[config.mk]
export PLATFORM = sky130hd
export DESIGN_NAME = lpms_supervisor
export DESIGN_NICKNAME = d
export VERILOG_FILES = /design/src/design/lpms_pkg.sv /design/src/design/lpms_det_if.sv /design/src/design/lpms_supply_detector.sv /design/src/design/lpms_supervisor.sv
export SDC_FILE = /design/constraint.sdc
export NUM_CORES = 1
export LEC_CHECK = 0
export BUFFER_PORTS_ARGS = -buffer_cell sky130_fd_sc_hd__clkbuf_2
export CORE_ASPECT_RATIO = 0.9
export CORE_MARGIN = 1
export CORE_UTILIZATION = 50
export DETAILED_ROUTE_END_ITERATION = 8
export PLACE_DENSITY = 0.78
export SLEW_MARGIN = 20
export SYNTH_ARGS = -nofsm -noshare
export SYNTH_HDL_FRONTEND = slang
export SYNTH_SLANG_ARGS = --single-unit
[constraint.sdc]
create_clock -name clock_i -period 6 [get_ports clock_i]
set_clock_uncertainty 0.05 [all_clocks]
set_input_delay 1.5 -clock clock_i [delete_from_list [all_inputs] [get_ports clock_i]]
set_output_delay 1.5 -clock clock_i [all_outputs]
set_load 0.005 [all_outputs]
[src/design/lpms_pkg.sv]
// Package of constants and types for the low-power mode supervisor
package lpms_pkg;
  // Register offsets (word addresses on the plain register port)
  localparam logic [3:0] REG_CTRL = 4'h0;
  localparam logic [3:0] REG_MODE = 4'h1;
  localparam logic [3:0] REG_PULL = 4'h2;
  localparam logic [3:0] REG_STATUS = 4'h3;
  localparam logic [3:0] REG_WAKE_CFG = 4'h4;
  localparam logic [3:0] REG_DET_FLAGS = 4'h5;
  // Control register fields
  localparam int CTRL_CONV_ON = 0;
  localparam int CTRL_AUTO_BYPASS = 1;
  localparam int CTRL_DET_EN = 2;
  localparam int CTRL_DET_FALL = 3;
  localparam int CTRL_DET_RISE = 4;
  localparam int CTRL_RETAIN = 5;
  localparam int CTRL_RTC_KEEP = 6;
  localparam int CTRL_CLK_MULTI = 7;
  localparam logic [7:0] CTRL_RESET = 8'h00;
  // Wakeup configuration fields
  localparam int WCFG_PIN_EN = 0;
  localparam int WCFG_PIN_RISE = 1;
  localparam logic [1:0] WCFG_RESET = 2'h0;
  // Mode request codes written by software
  localparam logic [2:0] REQ_RUN = 3'h0;
  localparam logic [2:0] REQ_SLEEP = 3'h1;
  localparam logic [2:0] REQ_LP_RUN = 3'h2;
  localparam logic [2:0] REQ_LP_SLEEP = 3'h3;
  localparam logic [2:0] REQ_STOP0 = 3'h4;
  localparam logic [2:0] REQ_STOP1 = 3'h5;
  localparam logic [2:0] REQ_STANDBY = 3'h6;
  // System clock selection after wakeup
  localparam logic [1:0] CLK_INT16 = 2'h0;
  localparam logic [1:0] CLK_MULTI = 2'h1;
  localparam int PINS = 16;

  typedef enum logic [6:0] {
    ST_RUN      = 7'h01,
    ST_SLEEP    = 7'h02,
    ST_LP_RUN   = 7'h04,
    ST_LP_SLEEP = 7'h08,
    ST_STOP0    = 7'h10,
    ST_STOP1    = 7'h20,
    ST_STANDBY  = 7'h40
  } lpms_state_type;

  // Power level used to merge the two parties' needs; higher keeps more powered
  function automatic logic [2:0] level_of(input logic [2:0] req);
    unique case (req)
      REQ_RUN, REQ_SLEEP: level_of = 3'h6;
      REQ_LP_RUN: level_of = 3'h5;
      REQ_LP_SLEEP: level_of = 3'h4;
      REQ_STOP0: level_of = 3'h3;
      REQ_STOP1: level_of = 3'h2;
      default: level_of = 3'h1;
    endcase
  endfunction
endpackage

[src/design/lpms_det_if.sv]
// Interface carrying the supply detector configuration and event
`timescale 1ns/1ps
`default_nettype none
interface lpms_det_if;
  logic enable;
  logic on_fall;
  logic on_rise;
  logic event_p;
  modport ctl (output enable, output on_fall, output on_rise, input event_p);
  modport det (input enable, input on_fall, input on_rise, output event_p);
endinterface
`default_nettype wire

[src/design/lpms_supply_detector.sv]
// Supply voltage detector edge logic producing interrupt events
`timescale 1ns/1ps
`default_nettype none
module lpms_supply_detector (
  // Clock and reset
  input wire logic clock_i,
  input wire logic srst_i,
  input wire logic ce_i,
  // Comparator level: high while supply is below threshold
  input wire logic below_i,
  // Configuration and event
  lpms_det_if.det det
);
  typedef struct packed {
    logic below;
    logic ev;
  } lpms_det_state_type;
  lpms_det_state_type s_q, s_d;

  always_comb begin
    s_d = s_q;
    s_d.below = below_i;
    s_d.ev = det.enable &&
             ((det.on_fall && below_i && !s_q.below) ||
              (det.on_rise && !below_i && s_q.below));
  end

  always_ff @(posedge clock_i) begin
    if (srst_i) begin
      s_q <= '0;
    end else if (ce_i) begin
      s_q <= s_d;
    end
  end

  assign det.event_p = s_q.ev;
endmodule
`default_nettype wire

[src/design/lpms_supervisor.sv]
// Low-power mode supervisor: regulators, converter bypass, modes and wakeup
// Notes on behaviour
// - Auto mode bypasses converter below brown-out level outside Stop 1 and Standby
// - Converter starts bypassed after reset
// - Software may enable or bypass converter anytime
// - Control bit selects auto bypass; level from options
// - Main regulator feeds Run, Sleep, Stop 0
// - Low-power regulator: LP modes, Stop1, retention
// - Standby turns off main regulator; LP regulator only if retaining
// - Reset leaves Run; low-power only by software
// - Sleep halts only processor; events wake it
// - LP sleep only from LP run, back there
// - Stop keeps contents and low-speed oscillator
// - Stop 0 keeps main regulator on
// - Brown-out reset stays active in Standby
// - Standby pins take software-chosen pull state
// - Standby loses registers; memories optionally retained
// - Listed sources wake device from Standby
// - Standby wakeup clock 16 MHz; blocked by radio
// - Brown-out holds reset while supply low
// - Supply detector interrupt on configured crossings
// - Analog monitor reports supply within range
// - Effective state is higher of both needs
`timescale 1ns/1ps
`default_nettype none
module lpms_supervisor #(
  parameter int PINS = lpms_pkg::PINS
) (
  // Clock and reset
  input wire logic clock_i,
  input wire logic srst_i,
  input wire logic ce_i,
  // Register port
  input wire logic [3:0] addr_i,
  input wire logic [31:0] wdata_i,
  input wire logic wr_i,
  input wire logic rd_i,
  output logic [31:0] rdata_o,
  // Supply comparators
  input wire logic vdd_below_bor_i,
  input wire logic vdd_below_det_i,
  input wire logic vdda_ok_i,
  // Radio subsystem
  input wire logic radio_active_i,
  input wire logic [2:0] radio_req_i,
  // Wakeup sources
  input wire logic irq_event_i,
  input wire logic ext_reset_pin_i,
  input wire logic watchdog_reset_i,
  input wire logic wakeup_pin_i,
  input wire logic rtc_event_i,
  input wire logic osc_fail_i,
  // Power control outputs
  output logic brownout_reset_o,
  output logic converter_bypass_o,
  output logic main_reg_on_o,
  output logic lp_reg_on_o,
  output logic core_reg_hiz_o,
  output logic core_domain_on_o,
  output logic mem_retain_o,
  output logic regs_retain_o,
  output logic lowspeed_osc_on_o,
  output logic rtc_on_o,
  output logic cpu_clk_en_o,
  output logic periph_clk_en_o,
  output logic [1:0] sysclk_sel_o,
  output logic standby_o,
  output logic [PINS-1:0] pin_pull_up_o,
  output logic [PINS-1:0] pin_pull_down_o,
  output logic supply_irq_o,
  output logic [6:0] mode_o
);
  typedef struct packed {
    lpms_pkg::lpms_state_type st;
    logic [7:0] ctrl;
    logic [1:0] wcfg;
    logic [2:0] req;
    logic [2*PINS-1:0] pull;
    logic conv_on;
    logic bor;
    logic wpin;
    logic det_flag;
    logic [1:0] clk;
    logic [31:0] rdata;
  } lpms_top_state_type;
  lpms_top_state_type s_q, s_d;

  lpms_det_if det_bus ();
  assign det_bus.enable = s_q.ctrl[lpms_pkg::CTRL_DET_EN];
  assign det_bus.on_fall = s_q.ctrl[lpms_pkg::CTRL_DET_FALL];
  assign det_bus.on_rise = s_q.ctrl[lpms_pkg::CTRL_DET_RISE];

  lpms_supply_detector u_det (
    .clock_i(clock_i),
    .srst_i(srst_i),
    .ce_i(ce_i),
    .below_i(vdd_below_det_i),
    .det(det_bus)
  );

  logic wake_any;
  logic pin_edge;
  logic standby_wake;
  logic [2:0] eff_req;

  always_comb begin
    pin_edge = s_q.wcfg[lpms_pkg::WCFG_PIN_EN] &&
      (s_q.wcfg[lpms_pkg::WCFG_PIN_RISE] ? (wakeup_pin_i && !s_q.wpin)
                                         : (!wakeup_pin_i && s_q.wpin));
    standby_wake = ext_reset_pin_i || watchdog_reset_i || pin_edge ||
                   rtc_event_i || osc_fail_i;
    wake_any = irq_event_i || standby_wake;
    // Radio request only counts while radio is active
    eff_req = s_q.req;
    if (radio_active_i &&
        lpms_pkg::level_of(radio_req_i) > lpms_pkg::level_of(s_q.req)) begin
      eff_req = radio_req_i;
    end
  end

  always_comb begin
    s_d = s_q;
    s_d.wpin = wakeup_pin_i;
    s_d.bor = vdd_below_bor_i;
    if (det_bus.event_p) begin
      s_d.det_flag = 1'b1;
    end
    // Register writes
    if (wr_i) begin
      unique case (addr_i)
        lpms_pkg::REG_CTRL: begin
          s_d.ctrl = wdata_i[7:0];
          s_d.conv_on = wdata_i[lpms_pkg::CTRL_CONV_ON];
        end
        lpms_pkg::REG_MODE: s_d.req = wdata_i[2:0];
        lpms_pkg::REG_PULL: s_d.pull = wdata_i[2*PINS-1:0];
        lpms_pkg::REG_WAKE_CFG: s_d.wcfg = wdata_i[1:0];
        lpms_pkg::REG_DET_FLAGS: begin
          if (wdata_i[0] && !det_bus.event_p) begin
            s_d.det_flag = 1'b0;
          end
        end
        default: ;
      endcase
    end
    // Mode sequencer
    unique case (s_q.st)
      lpms_pkg::ST_RUN: begin
        unique case (eff_req)
          lpms_pkg::REQ_SLEEP: s_d.st = lpms_pkg::ST_SLEEP;
          lpms_pkg::REQ_LP_RUN: begin
            if (!radio_active_i) begin
              s_d.st = lpms_pkg::ST_LP_RUN;
            end
          end
          lpms_pkg::REQ_STOP0: begin
            if (!wake_any) begin
              s_d.st = lpms_pkg::ST_STOP0;
            end
          end
          lpms_pkg::REQ_STOP1: begin
            if (!wake_any) begin
              s_d.st = lpms_pkg::ST_STOP1;
            end
          end
          lpms_pkg::REQ_STANDBY: begin
            if (!wake_any && !radio_active_i) begin
              s_d.st = lpms_pkg::ST_STANDBY;
            end
          end
          default: ;
        endcase
      end
      lpms_pkg::ST_SLEEP: begin
        if (wake_any) begin
          s_d.st = lpms_pkg::ST_RUN;
          s_d.req = lpms_pkg::REQ_RUN;
        end
      end
      lpms_pkg::ST_LP_RUN: begin
        if (eff_req == lpms_pkg::REQ_RUN) begin
          s_d.st = lpms_pkg::ST_RUN;
        end else if (eff_req == lpms_pkg::REQ_LP_SLEEP) begin
          s_d.st = lpms_pkg::ST_LP_SLEEP;
        end
      end
      lpms_pkg::ST_LP_SLEEP: begin
        if (wake_any) begin
          s_d.st = lpms_pkg::ST_LP_RUN;
          s_d.req = lpms_pkg::REQ_LP_RUN;
        end
      end
      lpms_pkg::ST_STOP0, lpms_pkg::ST_STOP1: begin
        if (wake_any) begin
          s_d.st = lpms_pkg::ST_RUN;
          s_d.req = lpms_pkg::REQ_RUN;
          s_d.clk = (s_q.ctrl[lpms_pkg::CTRL_CLK_MULTI] && !radio_active_i) ?
                    lpms_pkg::CLK_MULTI : lpms_pkg::CLK_INT16;
        end
      end
      lpms_pkg::ST_STANDBY: begin
        if (standby_wake) begin
          // Exit behaves as a reset of everything outside standby circuitry
          s_d.st = lpms_pkg::ST_RUN;
          s_d.req = lpms_pkg::REQ_RUN;
          s_d.clk = lpms_pkg::CLK_INT16;
          s_d.ctrl = lpms_pkg::CTRL_RESET;
          s_d.conv_on = 1'b0;
          s_d.det_flag = 1'b0;
        end
      end
      default: s_d.st = lpms_pkg::ST_RUN;
    endcase
    // Read data
    s_d.rdata = '0;
    if (rd_i) begin
      unique case (addr_i)
        lpms_pkg::REG_CTRL: s_d.rdata = {24'h000000, s_q.ctrl};
        lpms_pkg::REG_MODE: s_d.rdata = {29'h0, s_q.req};
        lpms_pkg::REG_PULL: s_d.rdata = 32'(s_q.pull);
        lpms_pkg::REG_STATUS: s_d.rdata = {20'h00000, s_q.clk, vdda_ok_i,
                                           converter_bypass_o, s_q.bor,
                                           s_q.st};
        lpms_pkg::REG_WAKE_CFG: s_d.rdata = {30'h0, s_q.wcfg};
        lpms_pkg::REG_DET_FLAGS: s_d.rdata = {31'h0, s_q.det_flag};
        default: s_d.rdata = '0;
      endcase
    end
  end

  always_ff @(posedge clock_i) begin
    if (srst_i) begin
      s_q <= '0;
      s_q.st <= lpms_pkg::ST_RUN;
      s_q.ctrl <= lpms_pkg::CTRL_RESET;
      s_q.wcfg <= lpms_pkg::WCFG_RESET;
      s_q.req <= lpms_pkg::REQ_RUN;
      s_q.conv_on <= 1'b0;
      s_q.clk <= lpms_pkg::CLK_INT16;
    end else if (ce_i) begin
      s_q <= s_d;
    end
  end

  logic in_standby;
  logic in_stop1;
  assign in_standby = s_q.st == lpms_pkg::ST_STANDBY;
  assign in_stop1 = s_q.st == lpms_pkg::ST_STOP1;

  // Brown-out bypass stays effective except in Stop 1 and Standby
  assign converter_bypass_o = !s_q.conv_on ||
    (s_q.ctrl[lpms_pkg::CTRL_AUTO_BYPASS] && s_q.bor && !in_stop1 &&
     !in_standby);
  assign brownout_reset_o = s_q.bor;
  assign main_reg_on_o = s_q.st inside {lpms_pkg::ST_RUN, lpms_pkg::ST_SLEEP,
                                        lpms_pkg::ST_STOP0};
  assign lp_reg_on_o = (s_q.st inside {lpms_pkg::ST_LP_RUN, lpms_pkg::ST_LP_SLEEP,
                                       lpms_pkg::ST_STOP1}) ||
                       (in_standby && s_q.ctrl[lpms_pkg::CTRL_RETAIN]);
  assign core_reg_hiz_o = in_standby;
  assign core_domain_on_o = !in_standby;
  assign mem_retain_o = !in_standby || s_q.ctrl[lpms_pkg::CTRL_RETAIN];
  assign regs_retain_o = !in_standby;
  assign lowspeed_osc_on_o = 1'b1;
  assign rtc_on_o = !(s_q.st inside {lpms_pkg::ST_STOP0, lpms_pkg::ST_STOP1,
                                     lpms_pkg::ST_STANDBY}) ||
                    s_q.ctrl[lpms_pkg::CTRL_RTC_KEEP];
  assign cpu_clk_en_o = s_q.st inside {lpms_pkg::ST_RUN, lpms_pkg::ST_LP_RUN};
  assign periph_clk_en_o = s_q.st inside {lpms_pkg::ST_RUN, lpms_pkg::ST_SLEEP,
                                          lpms_pkg::ST_LP_RUN,
                                          lpms_pkg::ST_LP_SLEEP};
  assign sysclk_sel_o = s_q.clk;
  assign standby_o = in_standby;
  assign pin_pull_up_o = in_standby ? s_q.pull[PINS-1:0] : '0;
  assign pin_pull_down_o = in_standby ?
    (s_q.pull[2*PINS-1:PINS] & ~s_q.pull[PINS-1:0]) : '0;
  assign supply_irq_o = s_q.det_flag;
  assign mode_o = s_q.st;
  assign rdata_o = s_q.rdata;
endmodule
`default_nettype wire

### Word level (Yosys, flattened, before mapping)

Index checks and enable logic that the tools add are counted.

* bits of input ports: 54
* logic and storage cells: 150
* register bits: 92
* output and inout port bits: 87

* reductions and logical operators: 55
* multiplexer cells: 41
* equal/unequal tests: 38
* bitwise logic cells: 2
* magnitude comparators: 1

Operators with widths (number)
* 32-bit case mux with 6 select lines: 1
* 7-bit case mux with 5 select lines: 2
* 32-bit 2-to-1 mux: 2
* 7-bit 2-to-1 mux: 8
* 46-bit 2-to-1 mux: 1
* 16-bit 2-to-1 mux: 2
* 3-bit case mux with 5 select lines: 2
* 3-bit == test (second input constant): 7
* 3-bit by 2-bit == test with 1-bit output (second input constant): 6
* 3-bit 2-to-1 mux: 6
* 16-bit bitwise AND: 1
* 1-bit logical AND: 16
* 8-bit 2-to-1 mux: 2
* 16-bit NOT: 1
* 15-bit 2-to-1 mux: 1
* 3-bit != test (second input constant): 5
* 1-bit logical NOT: 11
* 1-bit logical OR: 10
* 1-bit 2-to-1 mux: 10
* 10-bit AND reduction: 1
* 3-bit by 1-bit == test with 1-bit output (second input constant): 3
* 3-bit logical NOT: 3
* 3-bit case mux with 3 select lines: 1
* 3-bit nonzero test: 3
* other kinds (23): 32

### Logic depth before layout (Yosys ltp)

* depth after elaboration: 13
* gate-level depth with buffers: 12
* gate-level depth less buffers: 11

### Modules after synthesis

Synthesis repeated with hierarchy kept, for this count alone.

* cells, all modules: 630
* area total of the unflattened synthesis: 5023.6 sq um

Modules (own cells, without submodules)
* lpms_supervisor: seq. area each 1781.7 sq um, times used 1, cells each 621, area each 4924.7 sq um
* lpms_supply_detector: seq. area each 40.0 sq um, times used 1, cells each 9, area each 98.8 sq um

### Least setup slack after synthesis

Ideal clock, no wire load.

* path kind: input port to flip-flop
* start point: input port radio_req_i[0]
* end point: register s_q (netlist bit mode_o[3])
* required time: 5.829 ns
* library setup time: 0.121 ns
* cell stages on the path: 9
* buffers on the path: 1
* data arrival time: 3.853 ns
* path slack: 1.976 ns
* cell sequence: clkbuf_1 -> maj3_1 -> ha_1 -> a31o_2 -> nor2_1 -> a311o_1 -> o2111a_2 -> and2_4 -> mux2_4

* word-level cells in the longest chain between the ends: 9
* elaborated cells on any way between the ends: 28
* those cells by class: order compare (1); eq/ne (17); mux (5); reduce/logical (5)

Ends and longest elaborated chain
* start: declaration: line lpms_supervisor.sv:45 `input wire logic [2:0] radio_req_i,`
* 3-bit by 1-bit == test with 1-bit output or 3-bit logical NOT (tied branches): line lpms_pkg.sv:49 `unique case (req)`
* 2-bit OR reduction: line lpms_pkg.sv:49
* 3-bit case mux with 5 select lines: line lpms_pkg.sv:49
* 3-bit > comparator: line lpms_supervisor.sv:116 `lpms_pkg::level_of(radio_req_i) > lpms_pkg::level_of(s_q.req)) begin`
* 1-bit logical AND: line lpms_supervisor.sv:115 `if (radio_active_i &&`
* 3-bit 2-to-1 mux (*): line lpms_supervisor.sv:115
* 3-bit == test, or another cell as far along: line lpms_supervisor.sv:149 `unique case (eff_req)`
* 7-bit case mux with 5 select lines, or another cell as far along: line lpms_supervisor.sv:149
* 7-bit case mux with 5 select lines or 10-bit AND reduction (tied branches)
* end: declaration: line lpms_supervisor.sv:86 `lpms_top_state_type s_q, s_d;`

Every way passes the cells marked *; elsewhere a longest branch is shown, timed or not.
A chain may end at the register's enable or synchronous reset.

### Worst setup path after layout

* start point: register s_q (netlist bit mode_o[1])
* end point: output port lp_reg_on_o

* word-level cells in the longest chain between the ends: 3
* elaborated cells on any way between the ends: 7
* those cells by class: eq/ne (4); reduce/logical (3)

Ends and longest elaborated chain
* 7-bit by 3-bit == test with 1-bit output, or another cell as far along: line lpms_supervisor.sv:257 `assign lp_reg_on_o = (s_q.st inside {lpms_pkg::ST_LP_RUN, lpms_pkg::ST_LP_SLEEP,`
* 3-bit nonzero test or 1-bit logical AND (tied branches): line lpms_supervisor.sv:257, lpms_supervisor.sv:259
* 1-bit logical OR (*): line lpms_supervisor.sv:258 `lpms_pkg::ST_STOP1}) ||`
* end: declaration: line lpms_supervisor.sv:57 `output logic lp_reg_on_o,`

Marks and branches as above.

==> metrics.cfg <==
[outcome]
run_status=finished, final reports clean

[clock_network]
cts_setup_buffers=0
post_cts_resized=0
cts_hold_buf=0
root_buffer=clkbuf_8
htree_levels=3
clock_path_buffers=2
cts_buffers=9
clkTransAtPathRegs_ns=0.10
cts_tree=done
insertion_delay_ns=0.36
clock-sinks=91

[worst_setup_path]
crit_type=reg2out
critical-path-top-delay-family=buffers and inverters
end_kind=output port
cp_common_cell=nand3_1
crit_arrival_ns=2.60
slowest_stage=inv_1
critPathBufInv=3
crit_chain=nor4_1 > nand3_1 > buf_4 > inv_1 > nand2_1 > nand3_1 > clkbuf_2
slowest_delay_ns=0.50
critPathRequiredTime_ns=4.45
cp_max_fo=24
cp-start-kind=flip-flop

[synth]
synth_compound_area_share_pct=17.6
synth_edf_count=0
synthCells=622
synthXorXnorAreaFrac_pct=1.28
synth_nets=679
synth_area_um2=4800
yosys_warnings=0
synth_seq_cells=91
syn-mean-instance-area_um2=7.72
synth_top_family_by_area=simple AND/OR/NAND/NOR gates
async_flop_share_pct=0
ys_dominant_reg_cell=dfxtp_1
muxShareOfSynthArea_pct=3.93
seq_area_frac_synth_pct=37.9
synth_cell_types=61
synth-simple-area-share_pct=26.9
synthAdderAreaFrac_pct=0.990

[place]
dpl-instance-area_um2=5170
hpwl_um=9470
io_buffers=138
gp_congestion=0.906

[route]
dr_total_vias=4706
drtPass1Iterations=7
wl_per_cell_um=16.5
wl_um=13400
viasPerCell=5.79
postRouteAntennaNets=0
initialDrtViolationCount=372
drc=0

[power]
power_switching_share_pct=31.1
powerDensity_nw_per_um2=242
ir_worst_vdd_v=0.000274
clkPwrFrac_pct=30.9
pwr-share-comb_pct=18.9
p_leak_uw=0.00220
power_frac_seq_pct=50.2
finalPower_uw=1300
cell_internal_pwr_uw=895
power_switching_uw=404

[cells_and_area]
layout_commonest_cell=clkbuf_2
layout_common_cells=clkbuf_2, nand2_1, dfxtp_1
diodes=0
fill_cells=859
layout-drive-gt1-share_pct=25.0
syn2layout_area_growth_pct=11.8
fin_nets=743
stdcell_area_um2=5370

[global_routing]
grt_pass1_vias=4220
grtUsageTotal_pct=26.7
gr-total-overflow=0
grt_pass1_wl_um=21100
antenna_found_initial=0
grt_max_degree=88

[die]
die_h_um=95.0
die_area_um2=10000
start_util_pct=52.2
core_um2=9210
io_pins=141
die_w_um=105
rows=33

[job]
maxCapViolations=0

[timing]
report.final.slew_viol_count=0
timing.setup.tns_ns=0
post-route-min-period_ns=4.15
hold_viol=0
tightest_slew_ns=1.14
rsz0062_at_grt=no
max_slew_margin_pct=23.5
max_freq_ghz=0.241
period_share_pct=69.1
setup_viol=0

[hold_path]
hold_path.class=reg2reg

==> metrics by stage <==
| step | setup slack (ns) | cells | util (%) | hold slack [ns] |
|---|---|---|---|---|
| 2_1_floorplan | 1.98 | 622 | - | 0.387 |
| 3_3_place_gp | 1.84 | 797 | 56.1 | 0.400 |
| 3_5_place_dp | 1.73 | 797 | 56.1 | 0.404 |
| 4_1_cts | 1.91 | 813 | 58.2 | 0.416 |
| 5_1_grt | 1.61 | 813 | 58.3 | 0.443 |
| 6_report | 1.85 | 813 | 58.3 | 0.420 |
==> path summary, 6_finish.rpt <==
path / startpoint / end / slack [ns] / cells after the start
setup / recovery: mode_o[1] / lp_reg_on_o / 1.85 / 7
hold / removal: s_q[37] / s_q[37] / 0.42 / 2
setup reg to reg: s_q[71] / mode_o[0] / 2.81 / 10
hold reg to reg: s_q[37] / s_q[37] / 0.42 / 2
==> cell families (layout without fill, tap and decap cells) <==
kind of cell | Yosys count | after routing
AO/OA/AOI/OAI | 134 | 134
XOR/XNOR | 7 | 7
adder cells (fa/ha/maj) | 4 | 4
buffers and inverters | 95 | 164
flip-flops | 91 | 91
multiplexers | 17 | 17
other | 2 | 2
AND/OR/NAND/NOR | 272 | 272
==> power by group through the flow <==
stage               combinational [uW]  clock [uW]  sequential (uW)
floorplan                          201           0              639
global placement                   237           0              664
detailed placement                 242           0              666
CTS                                246         409              651
global route                       274         438              657
finish                             245         402              653
==> synthesized netlist by cell type (all sizes together) (2+ instances only) <==
library cell | count | area share [%]
a22oi | 26 | 4.1
a31oi | 2 | 0.26
nand3 | 12 | 1.3
nor4 | 4 | 0.65
nand3b | 4 | 0.63
o311ai | 2 | 0.36
nor3b | 18 | 2.8
nor2b | 7 | 0.91
nand2b | 6 | 0.78
clkbuf | 39 | 3.0
a21o | 3 | 0.47
a32oi | 2 | 0.36
dfxtp | 91 | 38
or4 | 3 | 0.47
nor2 | 73 | 5.7
xor2 | 3 | 0.55
buf | 50 | 7.6
a211o | 2 | 0.39
nand2 | 103 | 8.1
ha | 3 | 0.78
inv | 5 | 0.39
or2 | 4 | 0.57
conb | 2 | 0.16
a21oi | 65 | 6.8
o21bai | 2 | 0.31
a31o | 2 | 0.36
xnor2 | 4 | 0.73
mux2i | 14 | 2.9
o21ai | 13 | 1.4
mux2 | 2 | 0.55
and3 | 4 | 0.52
nor3 | 9 | 0.94
o31ai | 2 | 0.31
or3 | 2 | 0.26
a222oi | 6 | 1.3
and2 | 18 | 2.4
==> sequential cells by signal (all words and copies together) (netlist names) <==
name / flops
u_det.s_q: 1
det_bus.on_fall: 1
det_bus.enable: 1
sysclk_sel_o: 1
rdata_o: 32
u_det.det.event_p: 1
mode_o: 7
supply_irq_o: 1
s_q: 44
brownout_reset_o: 1
det_bus.on_rise: 1
==> worst reg2reg max path, delay by kind of cell (launching register included) <==
kind            cells  cell delay, ns
flops               1            0.55
fa+ha+maj           1            0.25
simple gates        6            1.39
mux                 2            0.56
compound gates      1            0.27
==> routing by layer <==
metal / track usage [%] / vias to the layer above / share of wire [%]
met5: 0 / - / 0
met4: 9.86 / 0 / 2.4
met3: 6.35 / 34 / 8.5
met2: 41.1 / 249 / 45
met1: 36.3 / 2207 / 44
li1: - / 2216 / -
==> final cells by class <==
type                            instances  area, um2  share of cell area, %
Inverter                                6       22.5                  0.419
Clock buffer                           10        138                   2.56
Clock inverter                          6       52.6                  0.979
Multi-Input combinational cell        436       2460                   45.8
Tap cell                              122        153                   2.84
Sequential cell                        91       1820                   33.9
Timing Repair Buffer                  142        721                   13.4
Note: power is estimated with default switching activity, not from simulation.
